===== config.mk =====
export PLATFORM = sky130hd
export DESIGN_NAME = temp_limit_access
export DESIGN_NICKNAME = d
export VERILOG_FILES = /design/src/temp_limit_pkg.sv /design/src/temp_limit_if.sv /design/src/bus_event_detect.sv /design/src/nv_limit_store.sv /design/src/temp_limit_access.sv
export VERILOG_INCLUDE_DIRS = /design/src
export SDC_FILE = /design/constraint.sdc
export NUM_CORES = 1
export LEC_CHECK = 0
export ABC_AREA = 1
export ABC_CLOCK_PERIOD_IN_PS = 3040
export CAP_MARGIN = 5
export CORE_MARGIN = 2
export CORE_UTILIZATION = 54
export DETAILED_ROUTE_END_ITERATION = 6
export DONT_BUFFER_PORTS = 1
export PLACE_DENSITY = 0.74
export SYNTH_ARGS = -nofsm -noshare
export SYNTH_HDL_FRONTEND = slang
export SYNTH_SLANG_ARGS = --single-unit

===== constraint.sdc =====
create_clock -name I_CLK -period 3.04 [get_ports I_CLK]
set_input_delay 0.608 -clock I_CLK [delete_from_list [all_inputs] [get_ports I_CLK]]
set_output_delay 0.608 -clock I_CLK [all_outputs]
set_load 0.01 [all_outputs]

===== src/temp_limit_defines.svh =====
// constants of the temperature limit register access block
`ifndef TEMP_LIMIT_DEFINES_SVH
`define TEMP_LIMIT_DEFINES_SVH

// bus address: fixed prefix, then the three select pins, then direction
`define DEV_ADDR_PREFIX   4'h9
`define RW_READ           1'b1

// pointer values of the limit registers
`define PTR_LOW_LIMIT     8'h02
`define PTR_HIGH_LIMIT    8'h03
`define PTR_NV_LOW_LIMIT  8'h12
`define PTR_NV_HIGH_LIMIT 8'h13
`define PTR_RESET         8'h00

// delivered contents of the nonvolatile copies
`define NV_LOW_DEFAULT    16'h4b00
`define NV_HIGH_DEFAULT   16'h5000

// field layout
`define LIMIT_SIGN_BIT    15
`define RES_BASE_MASK     16'h007f
`define BYTE_BITS         4'h8
`define BIT_CNT_RESET     4'h0

// data byte index inside a write
`define DIDX_UPPER        2'h0
`define DIDX_LOWER        2'h1
`define DIDX_EXTRA        2'h2

// timing
`define CLK_PERIOD_NS     25
`define NV_PROG_TIME_NS   5000000

`endif


===== src/temp_limit_pkg.sv =====
// types shared by the temperature limit register access block
package temp_limit_pkg;

  typedef logic [15:0] limit_t;
  typedef logic [7:0]  byte_t;
  typedef logic [1:0]  resolution_t;

  typedef enum logic [3:0] {
    ST_IDLE,
    ST_ADDR,
    ST_ADDR_ACK,
    ST_PTR,
    ST_PTR_ACK,
    ST_WDATA,
    ST_WDATA_ACK,
    ST_RDATA,
    ST_RDATA_ACK
  } slave_state_e;

endpackage : temp_limit_pkg


===== src/temp_limit_if.sv =====
// carriers between the limit access top and its two helper modules

////////////////////////////////////////////////////////////////////////////////
interface bus_event_if;
  logic scl_rise;
  logic scl_fall;
  logic start_cond;
  logic stop_cond;
  logic sda_bit;
  modport detector (output scl_rise, scl_fall, start_cond, stop_cond, sda_bit);
  modport user     (input  scl_rise, scl_fall, start_cond, stop_cond, sda_bit);
endinterface : bus_event_if

////////////////////////////////////////////////////////////////////////////////
interface nv_prog_if;
  logic                 start;
  logic                 sel_high;
  temp_limit_pkg::limit_t wdata;
  logic                 busy;
  temp_limit_pkg::limit_t low_copy;
  temp_limit_pkg::limit_t high_copy;
  modport store (input start, sel_high, wdata, output busy, low_copy, high_copy);
  modport user  (output start, sel_high, wdata, input busy, low_copy, high_copy);
endinterface : nv_prog_if


===== src/bus_event_detect.sv =====
// start, stop and clock edge detection on the two-wire bus
module bus_event_detect (
  // clock and reset
  input  wire logic I_CLK,
  input  wire logic I_RST,
  // bus pins
  input  wire logic I_SCL,
  input  wire logic I_SDA,
  // events
  bus_event_if.detector ev
);

  logic prev_scl;
  logic prev_sda;
  logic next_prev_scl;
  logic next_prev_sda;

  always_comb begin
    next_prev_scl = I_SCL;
    next_prev_sda = I_SDA;
  end

  // idle bus is high on both wires
  always_ff @(posedge I_CLK) begin
    if (I_RST) begin
      prev_scl <= 1'b1;
      prev_sda <= 1'b1;
    end else begin
      prev_scl <= next_prev_scl;
      prev_sda <= next_prev_sda;
    end
  end

  assign ev.scl_rise   = I_SCL & ~prev_scl;
  assign ev.scl_fall   = ~I_SCL & prev_scl;
  // data moving while clock stays high marks a frame boundary
  assign ev.start_cond = I_SCL & prev_scl & prev_sda & ~I_SDA;
  assign ev.stop_cond  = I_SCL & prev_scl & ~prev_sda & I_SDA;
  assign ev.sda_bit    = I_SDA;

endmodule : bus_event_detect


===== src/nv_limit_store.sv =====
// nonvolatile limit copies with self-timed program cycle
`include "temp_limit_defines.svh"
module nv_limit_store #(
  parameter int unsigned PROG_CYCLES = 1
) (
  // clock and reset
  input  wire logic I_CLK,
  input  wire logic I_RST,
  // program port
  nv_prog_if.store  nv
);
  import temp_limit_pkg::*;

  // storage is never reset: it stands for cells that keep their content
  limit_t      low_copy  = `NV_LOW_DEFAULT;
  limit_t      high_copy = `NV_HIGH_DEFAULT;
  logic [31:0] prog_cnt;
  logic [31:0] next_prog_cnt;
  logic        sel_high;
  logic        next_sel_high;
  limit_t      pend_data;
  limit_t      next_pend_data;
  logic        commit;

  always_comb begin
    next_prog_cnt  = prog_cnt;
    next_sel_high  = sel_high;
    next_pend_data = pend_data;
    commit         = 1'b0;
    if (prog_cnt != 32'h0) begin
      next_prog_cnt = prog_cnt - 32'h1;
      commit        = (prog_cnt == 32'h1);
    end else if (nv.start) begin
      next_prog_cnt  = PROG_CYCLES;
      next_sel_high  = nv.sel_high;
      next_pend_data = nv.wdata;
    end
  end

  always_ff @(posedge I_CLK) begin
    if (I_RST) begin
      prog_cnt  <= 32'h0;
      sel_high  <= 1'b0;
      pend_data <= '0;
    end else begin
      prog_cnt  <= next_prog_cnt;
      sel_high  <= next_sel_high;
      pend_data <= next_pend_data;
    end
  end

  // content changes only at the end of the program time
  always_ff @(posedge I_CLK) begin
    if (commit && !sel_high) low_copy <= pend_data;
    if (commit && sel_high) high_copy <= pend_data;
  end

  assign nv.busy      = (prog_cnt != 32'h0);
  assign nv.low_copy  = low_copy;
  assign nv.high_copy = high_copy;

endmodule : nv_limit_store


===== src/temp_limit_access.sv =====
// two-wire slave access to the volatile and nonvolatile temperature limits
`include "temp_limit_defines.svh"
//
// Overview of operation
// - busy, lock or lockdown discards volatile limit write
// - locked writes still acknowledge every byte
// - busy: ack address and pointer, nack data
// - write leaves pointer on the written register
// - read address 1001AAA1 matched against select pins
// - upper byte first, master ack requests lower
// - master nack ends read, data line released
// - master ack after lower byte repeats register
// - reset copies nonvolatile limits into volatile
// - alarm compares volatile limits only
// - limits are 16-bit two's complement, sign 15
// - writes keep resolution bits, zero the rest
// - reads show resolution bits, zero the rest
// - nonvolatile write: address, pointer 12h/13h, two bytes
// - data bytes beyond the second are ignored
// - short write before stop or start dropped
// - nonvolatile copies survive power-down and reset
// - stop starts timed program, busy until done
// - nonvolatile writes gated like volatile ones
// - lockdown overrides lock, never clearable
// - delivered copies hold 4B00h and 5000h
module temp_limit_access
  import temp_limit_pkg::*;
#(
  parameter int unsigned P_NV_PROG_TIME_NS = `NV_PROG_TIME_NS
) (
  // clock and reset
  input  wire logic                        I_CLK,
  input  wire logic                        I_RST,
  // two-wire bus, data line open drain
  input  wire logic                        I_SCL,
  input  wire logic                        I_SDA,
  output      logic                        O_SDA_OUT,
  output      logic                        O_SDA_OE,
  // device address select pins
  input  wire logic [2:0]                  I_ADDRESS_SELECT_PINS,
  // configuration bits held elsewhere in the device
  input  wire logic                        I_RESOLUTION_SELECT_HIGH,
  input  wire logic                        I_RESOLUTION_SELECT_LOW,
  input  wire logic                        I_REGISTER_LOCK_BIT,
  input  wire logic                        I_PERMANENT_LOCKDOWN_BIT,
  // status and limits toward the alarm comparator
  output      logic                        O_NV_BUSY_FLAG,
  output      temp_limit_pkg::limit_t      O_LOW_LIMIT,
  output      temp_limit_pkg::limit_t      O_HIGH_LIMIT
);
  import temp_limit_pkg::*;

  //////////////////////////////////////////////////////////////////////////////
  // program cycle length, rounded up so the copy is never cut short
  localparam int unsigned PROG_CYCLES =
    (P_NV_PROG_TIME_NS + `CLK_PERIOD_NS - 1) / `CLK_PERIOD_NS;

  //////////////////////////////////////////////////////////////////////////////
  bus_event_if ev ();
  nv_prog_if   nv ();

  bus_event_detect u_detect (
    .I_CLK (I_CLK),
    .I_RST (I_RST),
    .I_SCL (I_SCL),
    .I_SDA (I_SDA),
    .ev    (ev)
  );

  nv_limit_store #(
    .PROG_CYCLES (PROG_CYCLES)
  ) u_nv_store (
    .I_CLK (I_CLK),
    .I_RST (I_RST),
    .nv    (nv)
  );

  //////////////////////////////////////////////////////////////////////////////
  // state
  slave_state_e state;
  slave_state_e next_state;
  logic [3:0]   bit_cnt;
  logic [3:0]   next_bit_cnt;
  byte_t        shreg;
  byte_t        next_shreg;
  logic         rw_read;
  logic         next_rw_read;
  byte_t        pointer;
  byte_t        next_pointer;
  logic [1:0]   data_idx;
  logic [1:0]   next_data_idx;
  byte_t        upper_hold;
  byte_t        next_upper_hold;
  limit_t       low_limit;
  limit_t       next_low_limit;
  limit_t       high_limit;
  limit_t       next_high_limit;
  logic         nv_pending;
  logic         next_nv_pending;
  limit_t       nv_data;
  limit_t       next_nv_data;
  logic         sda_oe;
  logic         next_sda_oe;
  logic         rd_low;
  logic         next_rd_low;
  logic         nv_start;

  //////////////////////////////////////////////////////////////////////////////
  // helpers
  resolution_t res_sel;
  limit_t      res_mask;
  limit_t      rd_word;
  limit_t      wr_word;
  logic        locked;
  logic        busy;
  logic        addr_match;
  logic        ptr_volatile;
  logic        ptr_nv;

  assign res_sel  = {I_RESOLUTION_SELECT_HIGH, I_RESOLUTION_SELECT_LOW};
  // 9 bits keep 15..7, each step keeps one more low bit
  assign res_mask = ~(`RES_BASE_MASK >> res_sel);
  // lockdown wins regardless of the reversible lock
  assign locked   = I_PERMANENT_LOCKDOWN_BIT | I_REGISTER_LOCK_BIT;
  assign busy     = nv.busy;
  assign addr_match = (shreg[7:1] == {`DEV_ADDR_PREFIX, I_ADDRESS_SELECT_PINS});
  assign ptr_volatile = (pointer == `PTR_LOW_LIMIT) || (pointer == `PTR_HIGH_LIMIT);
  assign ptr_nv       = (pointer == `PTR_NV_LOW_LIMIT) || (pointer == `PTR_NV_HIGH_LIMIT);
  // sign sits in the top bit and is never masked off
  assign wr_word  = {upper_hold, shreg} & res_mask;

  // read source, trimmed to the current resolution
  always_comb begin
    case (pointer)
      `PTR_LOW_LIMIT:     rd_word = low_limit & res_mask;
      `PTR_HIGH_LIMIT:    rd_word = high_limit & res_mask;
      `PTR_NV_LOW_LIMIT:  rd_word = nv.low_copy & res_mask;
      `PTR_NV_HIGH_LIMIT: rd_word = nv.high_copy & res_mask;
      default:            rd_word = '0;
    endcase
  end

  //////////////////////////////////////////////////////////////////////////////
  // bus protocol and register update
  always_comb begin
    next_state      = state;
    next_bit_cnt    = bit_cnt;
    next_shreg      = shreg;
    next_rw_read    = rw_read;
    next_pointer    = pointer;
    next_data_idx   = data_idx;
    next_upper_hold = upper_hold;
    next_low_limit  = low_limit;
    next_high_limit = high_limit;
    next_nv_pending = nv_pending;
    next_nv_data    = nv_data;
    next_sda_oe     = sda_oe;
    next_rd_low     = rd_low;
    nv_start        = 1'b0;
    if (ev.start_cond) begin
      // repeated start drops any unfinished or unprogrammed write
      next_state      = ST_ADDR;
      next_bit_cnt    = `BIT_CNT_RESET;
      next_sda_oe     = 1'b0;
      next_nv_pending = 1'b0;
    end else if (ev.stop_cond) begin
      next_state      = ST_IDLE;
      next_sda_oe     = 1'b0;
      next_nv_pending = 1'b0;
      // only a complete, ungated write reaches the program engine
      if (nv_pending && !locked && !busy) begin
        nv_start = 1'b1;
      end
    end else begin
      case (state)
        ST_ADDR, ST_PTR, ST_WDATA: begin
          if (ev.scl_rise) begin
            next_shreg   = {shreg[6:0], ev.sda_bit};
            next_bit_cnt = bit_cnt + 4'h1;
          end else if (ev.scl_fall && bit_cnt == `BYTE_BITS) begin
            next_bit_cnt = `BIT_CNT_RESET;
            case (state)
              ST_ADDR: begin
                if (addr_match) begin
                  next_sda_oe  = 1'b1;
                  next_rw_read = (shreg[0] == `RW_READ);
                  next_state   = ST_ADDR_ACK;
                end else begin
                  next_state = ST_IDLE;
                end
              end
              ST_PTR: begin
                // pointer byte is acked even while busy
                next_pointer  = shreg;
                next_data_idx = `DIDX_UPPER;
                next_sda_oe   = 1'b1;
                next_state    = ST_PTR_ACK;
              end
              default: begin
                // busy refuses data bytes; locks still ack them
                next_sda_oe = !busy;
                next_state  = ST_WDATA_ACK;
                case (data_idx)
                  `DIDX_UPPER: begin
                    next_upper_hold = shreg;
                    next_data_idx   = `DIDX_LOWER;
                  end
                  `DIDX_LOWER: begin
                    next_data_idx = `DIDX_EXTRA;
                    if (ptr_volatile && !busy && !locked) begin
                      if (pointer == `PTR_LOW_LIMIT) begin
                        next_low_limit = wr_word;
                      end else begin
                        next_high_limit = wr_word;
                      end
                    end
                    if (ptr_nv) begin
                      next_nv_pending = 1'b1;
                      next_nv_data    = wr_word;
                    end
                  end
                  default: begin
                    next_data_idx = `DIDX_EXTRA;
                  end
                endcase
              end
            endcase
          end
        end
        ST_ADDR_ACK: begin
          if (ev.scl_fall) begin
            next_bit_cnt = `BIT_CNT_RESET;
            if (rw_read) begin
              // pointer left by the last write selects the register
              next_shreg  = rd_word[15:8];
              next_rd_low = 1'b1;
              next_sda_oe = ~rd_word[`LIMIT_SIGN_BIT];
              next_state  = ST_RDATA;
            end else begin
              next_sda_oe = 1'b0;
              next_state  = ST_PTR;
            end
          end
        end
        ST_PTR_ACK, ST_WDATA_ACK: begin
          if (ev.scl_fall) begin
            next_sda_oe  = 1'b0;
            next_bit_cnt = `BIT_CNT_RESET;
            next_state   = ST_WDATA;
          end
        end
        ST_RDATA: begin
          if (ev.scl_rise) begin
            next_bit_cnt = bit_cnt + 4'h1;
          end else if (ev.scl_fall) begin
            if (bit_cnt == `BYTE_BITS) begin
              next_sda_oe = 1'b0;
              next_state  = ST_RDATA_ACK;
            end else begin
              next_shreg  = {shreg[6:0], 1'b0};
              next_sda_oe = ~shreg[6];
            end
          end
        end
        ST_RDATA_ACK: begin
          if (ev.scl_rise && ev.sda_bit) begin
            // nack: keep the line released until stop or start
            next_state = ST_IDLE;
          end else if (ev.scl_fall) begin
            // ack: next byte, wrapping from lower back to upper
            next_bit_cnt = `BIT_CNT_RESET;
            next_shreg   = rd_low ? rd_word[7:0] : rd_word[15:8];
            next_sda_oe  = rd_low ? ~rd_word[7] : ~rd_word[`LIMIT_SIGN_BIT];
            next_rd_low  = !rd_low;
            next_state   = ST_RDATA;
          end
        end
        default: begin
          next_sda_oe = 1'b0;
        end
      endcase
    end
  end

  always_ff @(posedge I_CLK) begin
    if (I_RST) begin
      state      <= ST_IDLE;
      bit_cnt    <= `BIT_CNT_RESET;
      shreg      <= '0;
      rw_read    <= 1'b0;
      pointer    <= `PTR_RESET;
      data_idx   <= `DIDX_UPPER;
      upper_hold <= '0;
      // volatile limits come up from the stored copies
      low_limit  <= nv.low_copy;
      high_limit <= nv.high_copy;
      nv_pending <= 1'b0;
      nv_data    <= '0;
      sda_oe     <= 1'b0;
      rd_low     <= 1'b0;
    end else begin
      state      <= next_state;
      bit_cnt    <= next_bit_cnt;
      shreg      <= next_shreg;
      rw_read    <= next_rw_read;
      pointer    <= next_pointer;
      data_idx   <= next_data_idx;
      upper_hold <= next_upper_hold;
      low_limit  <= next_low_limit;
      high_limit <= next_high_limit;
      nv_pending <= next_nv_pending;
      nv_data    <= next_nv_data;
      sda_oe     <= next_sda_oe;
      rd_low     <= next_rd_low;
    end
  end

  //////////////////////////////////////////////////////////////////////////////
  // program request toward the nonvolatile store
  assign nv.start    = nv_start;
  assign nv.sel_high = (pointer == `PTR_NV_HIGH_LIMIT);
  assign nv.wdata    = nv_data;

  //////////////////////////////////////////////////////////////////////////////
  // outputs; the alarm side sees the volatile pair only
  assign O_SDA_OUT      = 1'b0;
  assign O_SDA_OE       = sda_oe;
  assign O_NV_BUSY_FLAG = busy;
  assign O_LOW_LIMIT    = low_limit;
  assign O_HIGH_LIMIT   = high_limit;

endmodule : temp_limit_access


==> Word level (Yosys, flattened, before mapping) <==
Cells that the tools add are included.
{ "classes": {"addsub": 2, "order_cmp": 0, "n_shift": 1, "n_eq_ne": 45, "mul": 0, "n_reduce_logical": 48, "bitwise_logic": 27, "muxes": 79, "n_div": 0} }
{ "op_table": {"columns": ["cell", "n"], "rows": [
  ["16-bit two-way mux", 20],
  ["16-bit AND", 5],
  ["8-bit two-way mux", 9],
  ["32-bit two-way mux", 2],
  ["16-bit one-hot mux with 4 select lines", 1],
  ["4-bit two-way mux", 14],
  ["9-bit AND reduction", 5],
  ["2-bit inequality test (second input constant)", 17],
  ["32-bit by 1-bit == test with 1-bit output (second input constant)", 1],
  ["8-bit one-hot mux with 4 select lines", 1],
  ["32-bit nonzero test", 1],
  ["32-bit by 1-bit subtractor with 32-bit output (second input constant)", 1],
  ["4-bit inequality test (second input constant)", 7],
  ["1-bit two-way mux", 22],
  ["7-bit AND reduction", 3],
  ["4-bit one-hot mux with 5 select lines", 1],
  ["6-bit AND reduction", 3],
  ["4-bit by 3-bit == test with 1-bit output (second input constant)", 4],
  ["8-bit by 2-bit == test with 1-bit output (second input constant)", 2],
  ["8-bit by 5-bit == test with 1-bit output (second input constant)", 2],
  ["16-bit inverter", 1],
  ["4-bit one-hot mux with 4 select lines", 1],
  ["7-bit by 2-bit >> shifter with 16-bit output (first input constant)", 1],
  ["2-bit nonzero test", 7],
  ["other kinds (31)", 71]
]} }
{ "word_totals": {"regBits": 169, "memories": 0, "out_inout_bits": 35, "latchBits": 0, "mem_bits_rw": 0, "rom_bits": 0, "word_cells": 223} }

==> Depth between registers and ports, before layout <==
{ "depth": {"depth_word": 13, "ltp_mapped": 14, "ltp_nobuf": 14} }

==> Hierarchy <==
From an unflattened synthesis, not the netlist that was laid out.
{ "unflattened": {"hier_cells": 1016, "hier_area_um2": 8018.9} }
{ "by_module_without_submodules": {"columns": ["mod", "seq_area_each_um2", "instances", "area_per_inst_um2", "cells_each"], "rows": [
  ["temp_limit_access", 1961.9, 1, 4339.2, 575],
  ["nv_limit_store", 1941.9, 1, 3579.7, 424],
  ["bus_event_detect", 40.0, 1, 100.1, 17]
]} }

==> Least setup slack after synthesis <==
Ideal clock, no wire load.
{ "synth_path": {"kind": "input port to flip-flop", "startpoint": "input I_SCL", "endpoint": "register high_limit[10], in the netlist O_HIGH_LIMIT[10], enable pin", "setup_slack_ns": 0.513, "arrival_ns": 2.130, "setup_time_ns": 0.398, "cell_stages": 7, "required_ns": 2.642, "path_cell_list": "inv_1 nand2_2 inv_1 nand2_1 nor2_2 nand3_1 o21ai_0"} }
{ "synth_via": {"elab_chain_cells": 5, "word_cells_on_any_way": 14} }
{ "synth_rtl": {"columns": ["item", "line_no", "rtl"], "rows": [
  ["start: declaration", "temp_limit_access.sv:35", "input wire logic I_SCL,"],
  ["1-bit AND or 1-bit inverter (tied branches)", "bus_event_detect.sv:37, bus_event_detect.sv:38, bus_event_detect.sv:35", null],
  ["1-bit AND (on tied branches)", "bus_event_detect.sv:38, bus_event_detect.sv:35, bus_event_detect.sv:37", null],
  ["1-bit AND, or another cell as far along", "bus_event_detect.sv:38", "assign ev.stop_cond = I_SCL & prev_scl & ~prev_sda & I_SDA;"],
  ["2-bit inequality test (no source line) or 2-bit nonzero test (tied branches)", null, null],
  ["9-bit AND reduction (no source line) (*)", null, null],
  ["end signal: assignment", "temp_limit_access.sv:296", "high_limit <= nv.high_copy;"],
  ["end signal: assignment", "temp_limit_access.sv:310", "high_limit <= next_high_limit;"],
  ["end: declaration", "temp_limit_access.sv:96", "limit_t high_limit;"]
]} }
Mark *: on every way between the ends. The rest lies on a longest branch, timed or not.
A chain may end at the register's enable or synchronous reset.

==> Final worst setup path <==
{ "layout_path": {"startpoint": "register u_nv_store.prog_cnt[0]", "endpoint": "output O_NV_BUSY_FLAG"} }
{ "layout_via": {"elab_chain_cells": 1} }
{ "layout_rtl": {"columns": ["item", "line_no", "rtl"], "rows": [
  ["start: declaration", "nv_limit_store.sv:17", "logic [31:0] prog_cnt;"],
  ["start signal: assignment", "nv_limit_store.sv:46", "prog_cnt <= next_prog_cnt;"],
  ["32-bit nonzero test", "nv_limit_store.sv:58", "assign nv.busy = (prog_cnt != 32'h0);"],
  ["end: declaration", "temp_limit_access.sv:47", "output logic O_NV_BUSY_FLAG,"]
]} }
No other way between the ends.

==> metrics.txt <==
crit-path most repeated cell=inv_1; Hold Slack=256 ps; setup bufs post-CTS=0; Slew Limit Fails=0; Switching Fraction=a little over a third; I/O pin total=46; share of total power in the clock network=around 33%; H-tree depth=4; DRT antenna net count=0; crit-path max cell delay=roughly 330 ps; initial antenna violation count=0; worst ir drop on vdd=about 0.6 mV; Initial Util=roughly 56%; Netlist cell types=44; CTS Buf Count=17; Clk Latency, worst-skew pair=about 430 ps; fin crit share=approximately four fifths; crit-path cells=inv_1, ha_1, inv_1, nor2_1, nand3_1, nor2_4, inv_2; ANT cells=0; core area=12,700 µm²; status=complete, but fails checks; root buf cell=clkbuf_16; GPL Wtd Cong=roughly 0.96; sequential power share=between 30% and 40%; die height=between 100 and 150 µm; largest net degree at the start of global routing=roughly 50; Vias per Instance=~5.5; total track usage=a little over a quarter; Async S/R FF share, synth=0%; slew margin rel.=62.5%; Gate Count Post-Synth=roughly 930; Logic pwr share=between 20% and 30%; RSZ-0062 raised after global routing=no; Crit. End Element=output port; Die Width=119 µm; setup ws final=~580 ps; initial DRC count=~620; worst r2r src=bit_cnt[0]$_SDFFE_PP0P_; R2R Setup Slk=a little under 800 ps; Hold Crit Class=in -> reg; share of cells above drive strength 1=under 10%; PD cells=slightly below 800 nW/µm²; # DRC=2; maxcap violations=0; Post-CTS Resized=0; vias in the first global route=5,843; flops & latches, synth=roughly 150; CP max-delay cell=dfxtp_1; Fin Clk Skew=between 10 and 15 ps; DPL Wire Length=12.7 mm; Port Buffers=0; FMAX=0.407 GHz; startpoint types=flop; final core utilization=about three fifths; row count=41; die area=roughly 14,000 µm²; FILL cells=1,148; Seq/Total Area, Yosys=about 48%; Clock Tree Buf Depth=2; Hold Buf Count CTS=0; setup violators final=0; Pint=approximately 4 mW; post-synth design cell area=~7100 µm²; WL/cell=16.2 µm; Crit. Startpoint=u_nv_store.prog_cnt[0]$_SDFFE_PP0P_; setup TNS=0 ps; Mean Syn Cell Area=between 7 and 8 µm²; Yosys Warn Count=0; Main synth FF type=dfxtp_1; required time of the critical path=approximately 2400 ps; Total Wirelength=about 18 mm; Sw Pwr=~2.1 mW; Layout area overhead=10.0%; Congestion Overflow GR=0; clock sink count=between 100 and 150; Arr. time, crit path=approximately 1900 ps; Post-Place Setup Slack=731 ps; CP max FO=10; Worst-path clk slew=roughly 60 ps; kind of critical path=reg -> out; vias after detailed routing=just over 6,000; Nets=roughly 950; 1st-pass router iterations=7; Final Hold Vio Count=0; leakage=around 3.4 nW; failing checks=design-rule violations; Min-Delay Startpoint=I_RST; Post-synth EDFFs=48; global-route wire length before repair=slightly below 30 mm; CTS tree=built; Tmin final=approximately 2500 ps; Worst-Margin Slew=558 ps
==> critical path: cells and delay by family, from the launching register on <==
kind	cells	cell delay, ps
adders and majority gates	1	170
buffers and inverters	3	380
DFF	1	330
and+or+nand+nor	3	550
==> final cells by class <==
| class | count | area [µm²] | area share, % |
|---|---|---|---|
| clock buffer | 24 | 512 | 6.54 |
| multi-input combinational | 654 | 3180 | 40.6 |
| tap | 172 | 215 | 2.75 |
| inverter | 106 | 398 | 5.09 |
| sequential | 145 | 3380 | 43.3 |
| clock inverter | 8 | 51.3 | 0.656 |
| timing repair buffer | 11 | 82.6 | 1.06 |
==> placed cells by master, fill, tap and decap left out, drive strengths merged <==
master / count
nand4: 16
a211oi: 4
clkinv: 6
edfxtp: 48
o211ai: 2
nand2: 196
o2111ai: 1
and3: 2
clkbuf: 24
a21boi: 1
dfxtp: 97
xnor2: 6
a31oi: 2
a22oi: 6
nand3b: 2
a21oi: 56
conb: 9
buf: 11
or2: 3
o21a: 2
o22ai: 3
xor2: 12
clkinvlp: 1
ha: 5
nand3: 42
o21bai: 1
nor2: 163
o21ai: 86
nor3: 28
nor4: 6
inv: 107
==> path summary, 6_finish.rpt <==
path / end / cells after the start
worst max-delay path: O_NV_BUSY_FLAG / 7
worst max register to register: upper_hold[1]$_SDFFE_PP0P_ / 10
worst min register to register: u_nv_store.nv.low_copy[8]$_DFFE_PP_ / 0
worst min-delay path: u_nv_store.prog_cnt[26]$_SDFFE_PP0P_ / 1
==> synthesized netlist by cell type, types with 13 or more instances <==
library cell | n | area (µm²)
nor3_1 | 22 | 110
nor2_1 | 149 | 559
nand3_1 | 41 | 205
nand2_1 | 188 | 706
dfxtp_1 | 97 | 1940
o21ai_0 | 71 | 355
a21oi_1 | 54 | 270
nand4_1 | 16 | 100
clkbuf_1 | 13 | 48.8
inv_1 | 94 | 353
edfxtp_1 | 48 | 1440
==> sequential cells by signal (all words and copies together) (netlist names) <==
name,cells
u_nv_store.prog_cnt,32
O_HIGH_LIMIT,12
O_LOW_LIMIT,12
nv.wdata,12
u_nv_store.nv.high_copy,12
u_nv_store.nv.low_copy,12
u_nv_store.pend_data,12
pointer,8
shreg,8
upper_hold,8
bit_cnt,4
state,4
data_idx,2
O_SDA_OE,1
nv_pending,1
rd_low,1
rw_read,1
u_detect.prev_scl,1
u_detect.prev_sda,1
u_nv_store.sel_high,1
==> routing by layer <==
| layer | up-vias | GRT usage, % | wire length (µm) |
|---|---|---|---|
| met4 | 0 | 8.71 | 423 |
| met3 | 38 | 6.37 | 1340 |
| met5 | - | 0 | 0 |
| li1 | 3056 | - | - |
| met1 | 2842 | 35.2 | 8070 |
| met2 | 267 | 42.1 | 8280 |
==> kinds of logic (layout without fill, tap and decap cells) <==
group / Yosys count / count (layout) / share of synthesized area (%)
and+or+nand+nor: 458 / 458 / 28.4
xor gates and xnor gates: 18 / 18 / 2.22
buffers and inverters: 137 / 149 / 8.13
DFF: 145 / 145 / 47.6
adders and majority gates: 5 / 5 / 0.880
AOI/OAI and AO/OA: 164 / 164 / 12.7
other: 1 / 9 / 0.0527
==> through the flow <==
step | total power [mW] | std cells | area [µm²]
floorplan | 3.77 | 936 | 7140
global placement | 4.13 | 1088 | 7260
detailed placement | 4.14 | 1088 | 7260
CTS | 6.12 | 1120 | 7820
global route | 6.49 | 1120 | 7820
finish | 6.11 | 1120 | 7820
==> power by group through the flow <==
stage                     clock network, mW  registers (mW)  logic (mW)
after floorplan                           0            2.41        1.36
after global placement                    0            2.47        1.66
after detailed placement                  0            2.47        1.68
after CTS                              2.00            2.43        1.69
after global routing                   2.08            2.46        1.95
final                                  1.99            2.43        1.69
Note: power is estimated with default switching activity, not from simulation.
